===== config.mk =====
export PLATFORM = sky130hd
export DESIGN_NAME = hpd_pwm_top
export DESIGN_NICKNAME = d
export VERILOG_FILES = /design/src/design/hpd_pkg.sv /design/src/design/hpd_dead_time.sv /design/src/design/hpd_pwm_top.sv
export SDC_FILE = /design/constraint.sdc
export NUM_CORES = 1
export LEC_CHECK = 0
export BUFFER_PORTS_ARGS = -buffer_cell sky130_fd_sc_hd__buf_4
export CORE_ASPECT_RATIO = 1.75
export CORE_UTILIZATION = 39
export DETAILED_ROUTE_END_ITERATION = 6
export MAX_ROUTING_LAYER = met4
export PLACE_DENSITY_LB_ADDON = 0.15
export SLEW_MARGIN = 20
export SYNTH_ARGS = -nofsm -noshare
export SYNTH_HDL_FRONTEND = slang
export SYNTH_HIERARCHICAL = 1
export SYNTH_SLANG_ARGS = --single-unit

===== constraint.sdc =====
create_clock -name i_mclk -period 4.5 [get_ports i_mclk]
set_clock_uncertainty 0.15 [all_clocks]
set_input_delay 0.9 -clock i_mclk [delete_from_list [all_inputs] [get_ports i_mclk]]
set_output_delay 0.9 -clock i_mclk [all_outputs]
set_load 0.01 [all_outputs]

===== src/design/hpd_pkg.sv =====
package hpd_pkg;

	// ------------------------------------------------------------
	// timing base
	// ------------------------------------------------------------
	localparam int unsigned        CLK_PERIOD_NS   = 100;
	localparam int unsigned        TICK_PS         = 5000;
	localparam int unsigned        FINE_STEP_FS    = 78125;
	localparam int unsigned        PERIOD_STEP_NS  = 20;
	localparam int unsigned        TICK_NS         = 5;
	localparam int unsigned        DT_STEP_PS      = 1250;
	localparam int unsigned        MAX_FREQ_KHZ    = 2000;

	// ------------------------------------------------------------
	// widths and derived counts
	// ------------------------------------------------------------
	localparam int unsigned        COARSE_W        = 11;
	localparam int unsigned        FINE_W          = 6;
	localparam int unsigned        DT_W            = 8;
	localparam int unsigned        DT_EL_W         = 10;
	localparam int unsigned        MEAS_W          = 12;
	localparam int unsigned        SYNC_PINS       = 8;
	localparam int unsigned        STEP_TICKS      = PERIOD_STEP_NS / TICK_NS;
	localparam int unsigned        STEP_LSBS       = $clog2(STEP_TICKS);
	localparam int unsigned        MIN_PER_NS      = 1000000 / MAX_FREQ_KHZ;
	localparam logic [COARSE_W-1:0] MIN_PER_TICKS  = COARSE_W'(MIN_PER_NS / TICK_NS);
	localparam logic [DT_EL_W-1:0] DT_PER_TICK     = DT_EL_W'(TICK_PS / DT_STEP_PS);
	localparam logic [DT_EL_W-1:0] DT_EL_MAX       = 10'h3ff;
	localparam logic [MEAS_W-1:0]  MEAS_MAX        = 12'hfff;

	// ------------------------------------------------------------
	// sync lock windows, as right shifts of the period, and acquisition edge counts
	// ------------------------------------------------------------
	localparam int unsigned        ACQ_SHIFT       = 4;
	localparam int unsigned        HOLD_SHIFT      = 3;
	localparam int unsigned        TMO_SHIFT       = 2;
	localparam logic [1:0]         ACQ_GOOD        = 2'h2;
	localparam logic [2:0]         ACQ_BAD         = 3'h4;

	// ------------------------------------------------------------
	// carriers and states
	// ------------------------------------------------------------
	typedef struct packed {
		logic [DT_W-1:0] rise;
		logic [DT_W-1:0] fall;
	} hpd_dt_cfg_t;

	typedef struct packed {
		logic [COARSE_W-1:0] coarse;
		logic [FINE_W-1:0]   fine;
	} hpd_edge_t;

	typedef enum logic [2:0] {
		ST_CFG  = 3'b001,
		ST_IDLE = 3'b010,
		ST_RUN  = 3'b100
	} hpd_out_st_t;

	typedef enum logic [2:0] {
		SY_OFF  = 3'b001,
		SY_ACQ  = 3'b010,
		SY_LOCK = 3'b100
	} hpd_sync_st_t;

endpackage


===== src/design/hpd_dead_time.sv =====
`timescale 1ns/1ps
module hpd_dead_time
	import hpd_pkg::*;
(
	// clock and reset
	input  wire logic                 i_mclk,
	input  wire logic                 i_rstn,
	// raw pulse and delays
	input  wire logic                 i_raw,
	input  wire hpd_pkg::hpd_dt_cfg_t i_cfg,
	// delayed pulse
	output logic                      o_out
);
	import hpd_pkg::*;

	logic                 raw_d_r;
	logic                 raw_d_nxt;
	logic [DT_EL_W-1:0]   el_r;
	logic [DT_EL_W-1:0]   el_nxt;
	hpd_dt_cfg_t          cfg_r;
	hpd_dt_cfg_t          cfg_nxt;
	logic                 out_r;
	logic                 out_nxt;

	// ------------------------------------------------------------
	// elapsed time since last raw edge, in dead-time steps
	// ------------------------------------------------------------
	always_comb begin
		raw_d_nxt = i_raw;
		cfg_nxt   = cfg_r;
		if (i_raw != raw_d_r) begin
			el_nxt  = '0;
			cfg_nxt = i_cfg;
		end else if (el_r > DT_EL_MAX - DT_PER_TICK) begin
			el_nxt = DT_EL_MAX;
		end else begin
			el_nxt = el_r + DT_PER_TICK;
		end
		if (i_raw) begin
			out_nxt = out_r | (el_nxt >= DT_EL_W'(cfg_nxt.rise));
		end else begin
			out_nxt = out_r & (el_nxt < DT_EL_W'(cfg_nxt.fall));
		end
	end

	always_ff @(posedge i_mclk or negedge i_rstn) begin
		if (!i_rstn) begin
			raw_d_r <= 1'b0;
			el_r    <= '0;
			cfg_r   <= '0;
			out_r   <= 1'b0;
		end else begin
			raw_d_r <= raw_d_nxt;
			el_r    <= el_nxt;
			cfg_r   <= cfg_nxt;
			out_r   <= out_nxt;
		end
	end

	assign o_out = out_r;

	// ------------------------------------------------------------
	// checks
	// ------------------------------------------------------------
	property p_rise_needs_raw;
		@(posedge i_mclk) disable iff (!i_rstn)
		$rose(out_r) |-> $past(i_raw);
	endproperty
	a_rise_needs_raw: assert property (p_rise_needs_raw)
		else $error("delayed output rose without raw high");

	property p_zero_rise;
		@(posedge i_mclk) disable iff (!i_rstn)
		($rose(i_raw) && i_cfg.rise == '0) |=> out_r;
	endproperty
	a_zero_rise: assert property (p_zero_rise)
		else $error("zero rise delay not honoured in one cycle");

	property p_rise_delay_held;
		@(posedge i_mclk) disable iff (!i_rstn)
		($rose(i_raw) && i_cfg.rise > 8'h04 && !out_r) |=> !out_r [*2];
	endproperty
	a_rise_delay_held: assert property (p_rise_delay_held)
		else $error("rise delay shorter than programmed");

endmodule


===== src/design/hpd_pwm_top.sv =====
`timescale 1ns/1ps
// Contract
// - period counted by 11-bit coarse counter of 5 ns ticks, at most 2044.
// - duty edge of the main output given a 6-bit fine code on o_fine_main, 78.125 ps steps.
// - period down to 2 MHz, quantised in 20 ns steps.
// - requested period truncated down to a 20 ns multiple, raised to the 2 MHz minimum period if below it.
// - both outputs off between one switch off and partner on.
// - rising edge of each output delayed 0 to 318.75 ns, 1.25 ns steps.
// - falling edge of each output separately adjustable.
// - dead-time changes accepted while running, no stop needed.
// - outputs high impedance during reset, configuration and initialisation.
// - after configuration, loop-assigned outputs driven low until switching.
// - multipurpose sync pin works as clock input or clock output.
// - sync input may come from any general-purpose pin.
// - several sync inputs selected: lowest pin number wins.
// - received sync routed to a selectable control loop.
// - lock acquired only within 6.25 percent of programmed frequency.
// - once locked, stays locked within 12.5 percent drift.
// - sync output set when ramp passes threshold, giving its phase.
// - lock status shown; fault raised when sync fails.
// - the main output has an inverted companion, both dead-timed.
module hpd_pwm_top
	import hpd_pkg::*;
(
	// clock and reset
	input  wire logic                 i_mclk,
	input  wire logic                 i_rstn,
	// firmware control
	input  wire logic                 i_cfg_done,
	input  wire logic                 i_loop_assigned,
	input  wire logic                 i_run,
	input  wire logic [10:0]          i_period_ticks,
	input  wire hpd_pkg::hpd_edge_t   i_duty,
	input  wire hpd_pkg::hpd_dt_cfg_t i_dt_main,
	input  wire hpd_pkg::hpd_dt_cfg_t i_dt_comp,
	// sync configuration
	input  wire logic                 i_sync_en,
	input  wire logic                 i_sync_dir_out,
	input  wire logic [7:0]           i_sync_pin_sel,
	input  wire logic                 i_sync_loop_sel,
	input  wire logic [10:0]          i_sync_phase,
	input  wire logic                 i_sync_fault_clr,
	// sync pins, index 0 is the multipurpose sync pin
	input  wire logic [7:0]           i_sync_pins,
	output logic                      o_multipurpose_sync_pin_out,
	output logic                      o_multipurpose_sync_pin_oe_n,
	// gate drive pins
	output logic                      o_pwm_main,
	output logic                      o_pwm_main_oe_n,
	output logic                      o_pwm_comp,
	output logic                      o_pwm_comp_oe_n,
	output logic [5:0]                o_fine_main,
	// status
	output logic                      o_sync_locked,
	output logic                      o_sync_fault,
	output logic [1:0]                o_sync_evt
);
	import hpd_pkg::*;

	// ------------------------------------------------------------
	// helpers
	// ------------------------------------------------------------
	function automatic logic in_win(input logic [MEAS_W-1:0] m,
	                                input logic [COARSE_W-1:0] p,
	                                input logic [COARSE_W-1:0] tol);
		logic [MEAS_W-1:0] pe;
		logic [MEAS_W-1:0] d;
		pe = MEAS_W'(p);
		d  = (m > pe) ? (m - pe) : (pe - m);
		return d <= MEAS_W'(tol);
	endfunction

	function automatic logic [COARSE_W-1:0] eff_period(input logic [COARSE_W-1:0] req);
		logic [COARSE_W-1:0] t;
		t = {req[COARSE_W-1:STEP_LSBS], STEP_LSBS'(0)};
		return (t < MIN_PER_TICKS) ? MIN_PER_TICKS : t;
	endfunction

	// ------------------------------------------------------------
	// output state
	// ------------------------------------------------------------
	hpd_out_st_t         st_r;
	hpd_out_st_t         st_nxt;
	logic                oe_n_r;
	logic                oe_n_nxt;

	always_comb begin
		st_nxt = st_r;
		case (st_r)
			ST_CFG: begin
				if (i_cfg_done) st_nxt = ST_IDLE;
			end
			ST_IDLE: begin
				if (i_run && i_loop_assigned) st_nxt = ST_RUN;
			end
			ST_RUN: begin
				if (!i_run || !i_loop_assigned) st_nxt = ST_IDLE;
			end
			default: st_nxt = ST_CFG;
		endcase
		if (!i_cfg_done) st_nxt = ST_CFG;
		oe_n_nxt = !((st_nxt != ST_CFG) && i_loop_assigned);
	end

	always_ff @(posedge i_mclk or negedge i_rstn) begin
		if (!i_rstn) begin
			st_r   <= ST_CFG;
			oe_n_r <= 1'b1;
		end else begin
			st_r   <= st_nxt;
			oe_n_r <= oe_n_nxt;
		end
	end

	// ------------------------------------------------------------
	// coarse period counter and pulse compare
	// ------------------------------------------------------------
	logic [COARSE_W-1:0] cnt_r;
	logic [COARSE_W-1:0] cnt_nxt;
	logic [COARSE_W-1:0] per_r;
	logic [COARSE_W-1:0] per_nxt;
	hpd_edge_t           duty_r;
	hpd_edge_t           duty_nxt;
	logic                raw_r;
	logic                raw_nxt;
	logic                resync;
	logic                wrap;

	always_comb begin
		wrap     = (cnt_r >= per_r - 11'h001);
		cnt_nxt  = cnt_r + 11'h001;
		per_nxt  = per_r;
		duty_nxt = duty_r;
		if (st_r != ST_RUN) begin
			cnt_nxt  = '0;
			per_nxt  = eff_period(i_period_ticks);
			duty_nxt = i_duty;
		end else if (wrap || resync) begin
			cnt_nxt  = '0;
			per_nxt  = eff_period(i_period_ticks);
			duty_nxt = i_duty;
		end
		raw_nxt = (st_nxt == ST_RUN) && (cnt_nxt < duty_nxt.coarse);
	end

	always_ff @(posedge i_mclk or negedge i_rstn) begin
		if (!i_rstn) begin
			cnt_r  <= '0;
			per_r  <= MIN_PER_TICKS;
			duty_r <= '0;
			raw_r  <= 1'b0;
		end else begin
			cnt_r  <= cnt_nxt;
			per_r  <= per_nxt;
			duty_r <= duty_nxt;
			raw_r  <= raw_nxt;
		end
	end

	// ------------------------------------------------------------
	// dead time on the pulse and its inverted companion
	// ------------------------------------------------------------
	logic                dt_main;
	logic                dt_comp;
	logic                comp_raw;

	assign comp_raw = (st_r == ST_RUN) && !raw_r;

	hpd_dead_time u_dt_main (
		.i_mclk (i_mclk),
		.i_rstn (i_rstn),
		.i_raw  (raw_r),
		.i_cfg  (i_dt_main),
		.o_out  (dt_main)
	);

	hpd_dead_time u_dt_comp (
		.i_mclk (i_mclk),
		.i_rstn (i_rstn),
		.i_raw  (comp_raw),
		.i_cfg  (i_dt_comp),
		.o_out  (dt_comp)
	);

	assign o_pwm_main      = dt_main && !oe_n_r;
	assign o_pwm_comp      = dt_comp && !oe_n_r && !dt_main;
	assign o_pwm_main_oe_n = oe_n_r;
	assign o_pwm_comp_oe_n = oe_n_r;
	assign o_fine_main     = duty_r.fine;

	// ------------------------------------------------------------
	// sync input capture and pin priority
	// ------------------------------------------------------------
	logic [7:0]          pin_s1_r;
	logic [7:0]          pin_s2_r;
	logic                sel_d_r;
	logic                sel_lvl;
	logic                sync_in_act;
	logic                sync_edge;

	always_comb begin
		sel_lvl = 1'b0;
		for (int i = SYNC_PINS - 1; i >= 0; i--) begin
			if (i_sync_pin_sel[i]) sel_lvl = pin_s2_r[i];
		end
	end

	assign sync_in_act = i_sync_en && !i_sync_dir_out;
	assign sync_edge   = sync_in_act && sel_lvl && !sel_d_r;

	always_ff @(posedge i_mclk or negedge i_rstn) begin
		if (!i_rstn) begin
			pin_s1_r <= '0;
			pin_s2_r <= '0;
			sel_d_r  <= 1'b0;
		end else begin
			pin_s1_r <= i_sync_pins;
			pin_s2_r <= pin_s1_r;
			sel_d_r  <= sel_lvl;
		end
	end

	// ------------------------------------------------------------
	// lock tracking
	// ------------------------------------------------------------
	hpd_sync_st_t        sy_r;
	hpd_sync_st_t        sy_nxt;
	logic [MEAS_W-1:0]   meas_r;
	logic [MEAS_W-1:0]   meas_nxt;
	logic [1:0]          good_r;
	logic [1:0]          good_nxt;
	logic [2:0]          bad_r;
	logic [2:0]          bad_nxt;
	logic                fault_r;
	logic                fault_nxt;
	logic [1:0]          evt_r;
	logic [1:0]          evt_nxt;
	logic [COARSE_W-1:0] tol_acq;
	logic [COARSE_W-1:0] tol_hold;
	logic [MEAS_W-1:0]   tmo;
	logic                fail;

	always_comb begin
		tol_acq  = per_r >> ACQ_SHIFT;
		tol_hold = per_r >> HOLD_SHIFT;
		tmo      = MEAS_W'(per_r) + MEAS_W'(per_r >> TMO_SHIFT);
		sy_nxt   = sy_r;
		good_nxt = good_r;
		bad_nxt  = bad_r;
		fail     = 1'b0;
		meas_nxt = (meas_r == MEAS_MAX) ? MEAS_MAX : meas_r + 12'h001;
		if (meas_r >= tmo) meas_nxt = '0;
		// restart at one so an edge reads the whole interval it closes
		if (sync_edge) meas_nxt = 12'h001;
		case (sy_r)
			SY_OFF: begin
				good_nxt = '0;
				bad_nxt  = '0;
				if (sync_in_act) sy_nxt = SY_ACQ;
			end
			SY_ACQ: begin
				if (sync_edge && in_win(meas_r, per_r, tol_acq)) begin
					good_nxt = good_r + 2'h1;
					if (good_nxt == ACQ_GOOD) sy_nxt = SY_LOCK;
				end else if (sync_edge || meas_r >= tmo) begin
					good_nxt = '0;
					bad_nxt  = bad_r + 3'h1;
					if (bad_nxt == ACQ_BAD) begin
						fail    = 1'b1;
						bad_nxt = '0;
					end
				end
			end
			SY_LOCK: begin
				good_nxt = '0;
				if ((sync_edge && !in_win(meas_r, per_r, tol_hold)) ||
				    (!sync_edge && meas_r > MEAS_W'(per_r) + MEAS_W'(tol_hold))) begin
					fail   = 1'b1;
					sy_nxt = SY_ACQ;
				end
			end
			default: sy_nxt = SY_OFF;
		endcase
		if (!sync_in_act || st_r == ST_CFG) sy_nxt = SY_OFF;
		fault_nxt = fail || (fault_r && !i_sync_fault_clr);
		evt_nxt   = '0;
		if (sync_edge) evt_nxt[i_sync_loop_sel] = 1'b1;
	end

	assign resync = sync_edge && (sy_r == SY_LOCK) && !i_sync_loop_sel;

	always_ff @(posedge i_mclk or negedge i_rstn) begin
		if (!i_rstn) begin
			sy_r    <= SY_OFF;
			meas_r  <= '0;
			good_r  <= '0;
			bad_r   <= '0;
			fault_r <= 1'b0;
			evt_r   <= '0;
		end else begin
			sy_r    <= sy_nxt;
			meas_r  <= meas_nxt;
			good_r  <= good_nxt;
			bad_r   <= bad_nxt;
			fault_r <= fault_nxt;
			evt_r   <= evt_nxt;
		end
	end

	assign o_sync_locked = (sy_r == SY_LOCK);
	assign o_sync_fault  = fault_r;
	assign o_sync_evt    = evt_r;

	// ------------------------------------------------------------
	// sync output phase
	// ------------------------------------------------------------
	logic                sout_r;
	logic                sout_nxt;
	logic                soe_n_r;
	logic                soe_n_nxt;

	always_comb begin
		sout_nxt  = (st_nxt == ST_RUN) && (cnt_nxt >= i_sync_phase);
		soe_n_nxt = !(i_sync_en && i_sync_dir_out && st_nxt != ST_CFG);
	end

	always_ff @(posedge i_mclk or negedge i_rstn) begin
		if (!i_rstn) begin
			sout_r  <= 1'b0;
			soe_n_r <= 1'b1;
		end else begin
			sout_r  <= sout_nxt;
			soe_n_r <= soe_n_nxt;
		end
	end

	assign o_multipurpose_sync_pin_out  = sout_r && !soe_n_r;
	assign o_multipurpose_sync_pin_oe_n = soe_n_r;

	// ------------------------------------------------------------
	// checks
	// ------------------------------------------------------------
	property p_no_overlap;
		@(posedge i_mclk) disable iff (!i_rstn)
		!(o_pwm_main && o_pwm_comp);
	endproperty
	a_no_overlap: assert property (p_no_overlap)
		else $error("both gate outputs high");

	property p_hiz_in_cfg;
		@(posedge i_mclk) disable iff (!i_rstn)
		(st_r == ST_CFG) |-> (o_pwm_main_oe_n && o_pwm_comp_oe_n);
	endproperty
	a_hiz_in_cfg: assert property (p_hiz_in_cfg)
		else $error("gate pins driven during configuration");

	property p_idle_low;
		@(posedge i_mclk) disable iff (!i_rstn)
		(st_r == ST_CFG && i_cfg_done && i_loop_assigned) |=>
			(!o_pwm_main_oe_n && !o_pwm_main && !o_pwm_comp);
	endproperty
	a_idle_low: assert property (p_idle_low)
		else $error("assigned outputs not driven low after configuration");

	property p_period_step;
		@(posedge i_mclk) disable iff (!i_rstn)
		(per_r[1:0] == 2'h0) && (per_r >= MIN_PER_TICKS);
	endproperty
	a_period_step: assert property (p_period_step)
		else $error("effective period not a legal step");

	property p_wrap;
		@(posedge i_mclk) disable iff (!i_rstn)
		(st_r == ST_RUN && st_nxt == ST_RUN && !resync && cnt_r == per_r - 11'h001) |=>
			(cnt_r == '0);
	endproperty
	a_wrap: assert property (p_wrap)
		else $error("coarse counter did not wrap at period");

	property p_lock_off;
		@(posedge i_mclk) disable iff (!i_rstn)
		(!i_sync_en || i_sync_dir_out) |=> !o_sync_locked;
	endproperty
	a_lock_off: assert property (p_lock_off)
		else $error("lock shown while sync input inactive");

	property p_sync_phase;
		@(posedge i_mclk) disable iff (!i_rstn)
		(st_r == ST_RUN && !soe_n_r && $stable(i_sync_phase)) |->
			(o_multipurpose_sync_pin_out == ($past(cnt_nxt) >= i_sync_phase));
	endproperty
	a_sync_phase: assert property (p_sync_phase)
		else $error("sync output phase does not follow threshold");

	property p_fault_on_loss;
		@(posedge i_mclk) disable iff (!i_rstn)
		(sy_r == SY_LOCK && sync_edge && !in_win(meas_r, per_r, tol_hold) && sync_in_act
			&& st_r != ST_CFG) |=> (o_sync_fault && !o_sync_locked);
	endproperty
	a_fault_on_loss: assert property (p_fault_on_loss)
		else $error("lock loss did not raise fault");

	property p_priority;
		@(posedge i_mclk) disable iff (!i_rstn)
		(i_sync_pin_sel[1] && !i_sync_pin_sel[0]) |-> (sel_lvl == pin_s2_r[1]);
	endproperty
	a_priority: assert property (p_priority)
		else $error("lowest selected pin not used for sync");

endmodule


==> impl_metrics.py <==
metrics = {
    "yosys": {
        "avgSynthCellArea_sq_um": 9.26,
        "synth_top_family_by_area": "adder cells",
        "synth_seq_cells": 140,
        "synth_edf_count": 0,
        "yosysTopAreaCellShare_pct": 33.6,
        "synth-simple-area-share_pct": 17.4,
        "synth_compound_area_share_pct": 15.5,
        "async_reset_ff_share_pct": 100,
        "synth-xor-area-share_pct": 5.19,
        "synthAdderAreaFrac_pct": 18.3,
        "ys_seq_area_share_pct": 35.4,
        "synth_mux_area_share_pct": 2.58,
        "synth_area_leader_cell": "dfrtp_1",
        "postSynthCellCount": 1070,
        "syn_nets": 1309,
        "synth_cell_types": 67,
        "synth_top_flop_cell": "dfrtp_1",
        "synth_top_cells_by_area": "dfrtp_1 (34%), ha_1 (18%), inv_1 (4.1%)",
        "netlist_area_sq_um": 9910,
        "yosys_warnings": 6,
    },
    "route": {
        "via_count": 8258,
        "ant_nets": 0,
        "drtIter0Drc": 288,
        "drt_wl_total_mm": 26.5,
        "dr.pass1.iters": 4,
        "drc": 0,
        "via_per_inst": 5.18,
        "wire_per_inst_microns": 16.6,
    },
    "floorplan": {
        "die_w_microns": 122,
        "die_area_sq_um": 26100,
        "core.rowCount": 76,
        "num_io_pins": 112,
        "dieHeight_microns": 213,
        "start_util_pct": 39.9,
        "coreArea_sq_um": 24800,
    },
    "power_and_ir_drop": {
        "ir_worst_vdd_mv": 0.310,
        "p_leak_uw": 0.00625,
        "powerDensity_nw_per_um2": 436,
    },
    "sta": {
        "hold_ws_ns": 0.198,
        "fin_crit_ns": 4.44,
        "clock.fmax_mhz": 225,
        "slew_violations": 0,
        "setup_violations": 0,
        "rsz0062_at_grt": "yes",
        "period_share_pct": 98.7,
        "hold_viol": 0,
        "max_slew.worst_pin.slew_ns": 0.781,
        "slew_headroom_pct": 47.9,
        "setup_slack_ns": 0.0598,
    },
    "global_routing": {
        "grt_max_degree": 79,
        "grt_usage_pct": 21.8,
        "antenna_found_initial": 0,
        "grt.overflow.total": 0,
        "grt_pass1_wl_mm": 41.7,
        "first_global_vias": 8404,
    },
    "worst_setup_path": {
        "worstPathMaxFanout": 7,
        "worst-path-stages": 20,
        "crit_arrival_ns": 4.61,
        "crit_type": "reg -> reg",
        "worstPathBufferInverterCount": 4,
        "critPathLaunchType": "flop",
        "r2r_cells": 20,
        "critPathTopFamily": "simple AND/OR/NAND/NOR gates",
        "endpoint_kind": "flop",
        "critPathSlowestCell": "dfstp_2",
        "rrSetupSlack_ns": 0.06,
        "crit_path_max_incr_delay_ns": 0.56,
        "timing.rr.start": "per_r[6]",
        "timing.rr.end": "bad_r[2]",
        "cp_cell_sequence": "clkinvlp_4, ha_4, nand4_4, or4_4, o311a_4, nor2_4, buf_6, buf_4, nand3b_1, o21ai_1, xnor2_1, ha_1, o21ai_1, a21oi_1, nor3_1, nor2_2, nor4b_4, buf_4, o31ai_1, a32o_1",
        "worstPathRequired_ns": 4.67,
    },
    "clock_tree": {
        "clk_path_buf_depth": 2,
        "clock-root-buffer": "clkbuf_16",
        "clock_sinks": 140,
        "clk_latency_ns": 0.43,
        "h-tree-depth": 4,
        "cts_buffers": 17,
        "cts_tree": "done",
        "path_clk_slew_ns": 0.06,
    },
    "place": {
        "gp_congestion": 0.869,
        "post-dp-hpwl_mm": 21.1,
        "post-place-ws_ns": -0.140,
        "numPortBuffers": 109,
    },
    "job": {
        "maxCapViolations": 0,
    },
    "finish": {
        "fin_util_pct": 50.7,
        "area_growth_pct": 26.9,
        "n_antenna_cell": 0,
        "fill_cells": 2397,
        "layout.nets": 1508,
        "drive_above_1_share_pct": 25.0,
    },
    "worst_hold_path": {
        "worst_hold_path_type": "reg -> reg",
        "min_from": "pin_s1_r[3]",
        "holdPathStages": 0,
        "hold_end": "pin_s2_r[3]",
    },
    "outcome": {
        "status": "completed",
    },
}
-- repair_timing --
action	4_1_cts	5_1_grt
hold buffers	0	0
gates resized for setup	16	45
endpoints found under the setup margin	9	12
pin swaps	13	28
setup buffers	3	4
-- per-layer routing --
metal | GRT usage, % | share of wire [%] | vias to the layer above
met5 | - | 0 | -
met4 | 10.8 | 4.1 | 0
met3 | 3.13 | 2.5 | 54
met2 | 41.2 | 56 | 138
met1 | 21.2 | 37 | 3911
li1 | - | - | 4155
-- cells in the mapped netlist, types with 5 or more instances --
cell type and count:
and2_1 35, mux2_2 8, or3_1 5, mux2i_1 12, or2_2 6, a21o_1 22
clkbuf_1 15, nor3b_1 6, nor2b_1 19, and3_1 13, nand4_1 19, xnor2_1 39
buf_4 8, inv_1 108, o21a_1 11, nor2_1 41, a211oi_1 9, ha_1 140
o21bai_1 6, o21ai_0 49, nand2b_1 14, o211ai_1 12, nor3_1 15, dfstp_2 7
a31oi_1 8, nand3_1 36, nor4_1 7, dfrtp_1 133, xor2_1 16, a21oi_1 78
nand2_1 102
-- worst reg2reg max path, cell delays in order, from the launching register on --
cell and delay, ns:
dfstp_2 0.56, clkinvlp_4 0.16, ha_4 0.31, nand4_4 0.09
or4_4 0.54, o311a_4 0.17, nor2_4 0.09, buf_6 0.14
buf_4 0.14, nand3b_1 0.07, o21ai_1 0.12, xnor2_1 0.21
ha_1 0.30, o21ai_1 0.13, a21oi_1 0.05, nor3_1 0.23
nor2_2 0.11, nor4b_4 0.29, buf_4 0.20, o31ai_1 0.06
a32o_1 0.21
-- cell families (layout without fill, tap and decap cells) --
| family | after synthesis | in the layout |
|---|---|---|
| compound gates | 237 | 237 |
| xor+xnor | 57 | 57 |
| fa+ha+maj | 143 | 143 |
| buf+inv | 136 | 348 |
| flops | 140 | 140 |
| mux | 23 | 23 |
| simple gates | 334 | 334 |
-- state kept, by name, indices dropped and copies added (netlist names), 2 cells and up --
signal / flops
bad_r: 3
duty_r: 11
good_r: 2
u_dt_comp/el_r: 10
st_r: 3
sy_r: 3
per_r: 9
o_sync_evt: 2
cnt_r: 11
meas_r: 12
u_dt_main/el_r: 10
pin_s1_r: 8
u_dt_comp/cfg_r: 16
pin_s2_r: 8
o_fine_main: 6
u_dt_main/cfg_r: 16
-- power by group --
group	switching, uW	total, uW	internal [uW]
Combinational	1280	2420	1140
Sequential	145	1640	1500
Clock	576	1410	834
-- cell usage in the layout (no fill, tap or decap), types with 5 or more instances in the layout --
cell	synthesis	final
o21ai_0	49	39
nand2b_1	14	14
clkbuf_16	0	17
nand4_1	19	19
nor2_1	41	37
nand2_1	102	102
ha_1	140	137
a21oi_2	0	10
a31oi_1	8	8
o211ai_1	12	12
a21oi_1	78	66
xnor2_1	39	37
mux2_2	8	7
o21ai_1	0	9
and2_1	35	35
buf_4	8	203
nor3_1	15	14
inv_1	108	104
a211oi_1	9	9
nor4_1	7	6
o21bai_1	6	6
a21o_1	22	22
nand3_1	36	34
nor2b_1	19	19
nor3b_1	6	6
buf_6	1	5
dfstp_2	7	7
mux2i_1	12	10
dfrtp_1	133	132
xor2_1	16	14
o21a_1	11	11
clkinvlp_4	0	5
and3_1	13	13
-- final cells by class --
| cell class | count | area, sq um | area share, % |
|---|---|---|---|
| clock buffer | 19 | 443 | 3.52 |
| tap | 312 | 390 | 3.10 |
| inverter | 108 | 409 | 3.25 |
| clock inverter | 13 | 140 | 1.11 |
| multi-input combinational | 794 | 6100 | 48.5 |
| timing repair buffer | 208 | 1580 | 12.6 |
| sequential | 140 | 3510 | 27.9 |
-- metrics by stage --
stage / area, sq um / cells / setup TNS [ns] / power [uW]
6_report: 12600 / 1594 / 0 / 5480
5_1_grt: 12600 / 1594 / -0.558 / 5900
4_1_cts: 12400 / 1591 / -0.00706 / 5440
3_5_place_dp: 11700 / 1557 / -0.947 / 3970
3_3_place_gp: 11700 / 1557 / -0.518 / 3910
2_1_floorplan: 9950 / 1070 / 0 / 3200
-- worst max path at each step --
stage                           start       end  slack, ns
floorplan                    per_r[6]  bad_r[2]       0.01
global placement    i_sync_pin_sel[6]    sout_r      -0.15
detailed placement           per_r[2]  bad_r[0]      -0.14
CTS                          per_r[6]  bad_r[2]     -0.007
global route                 per_r[6]  bad_r[0]      -0.11
finish                       per_r[6]  bad_r[2]       0.06
No activity file was read; power rests on OpenSTA's default activity.
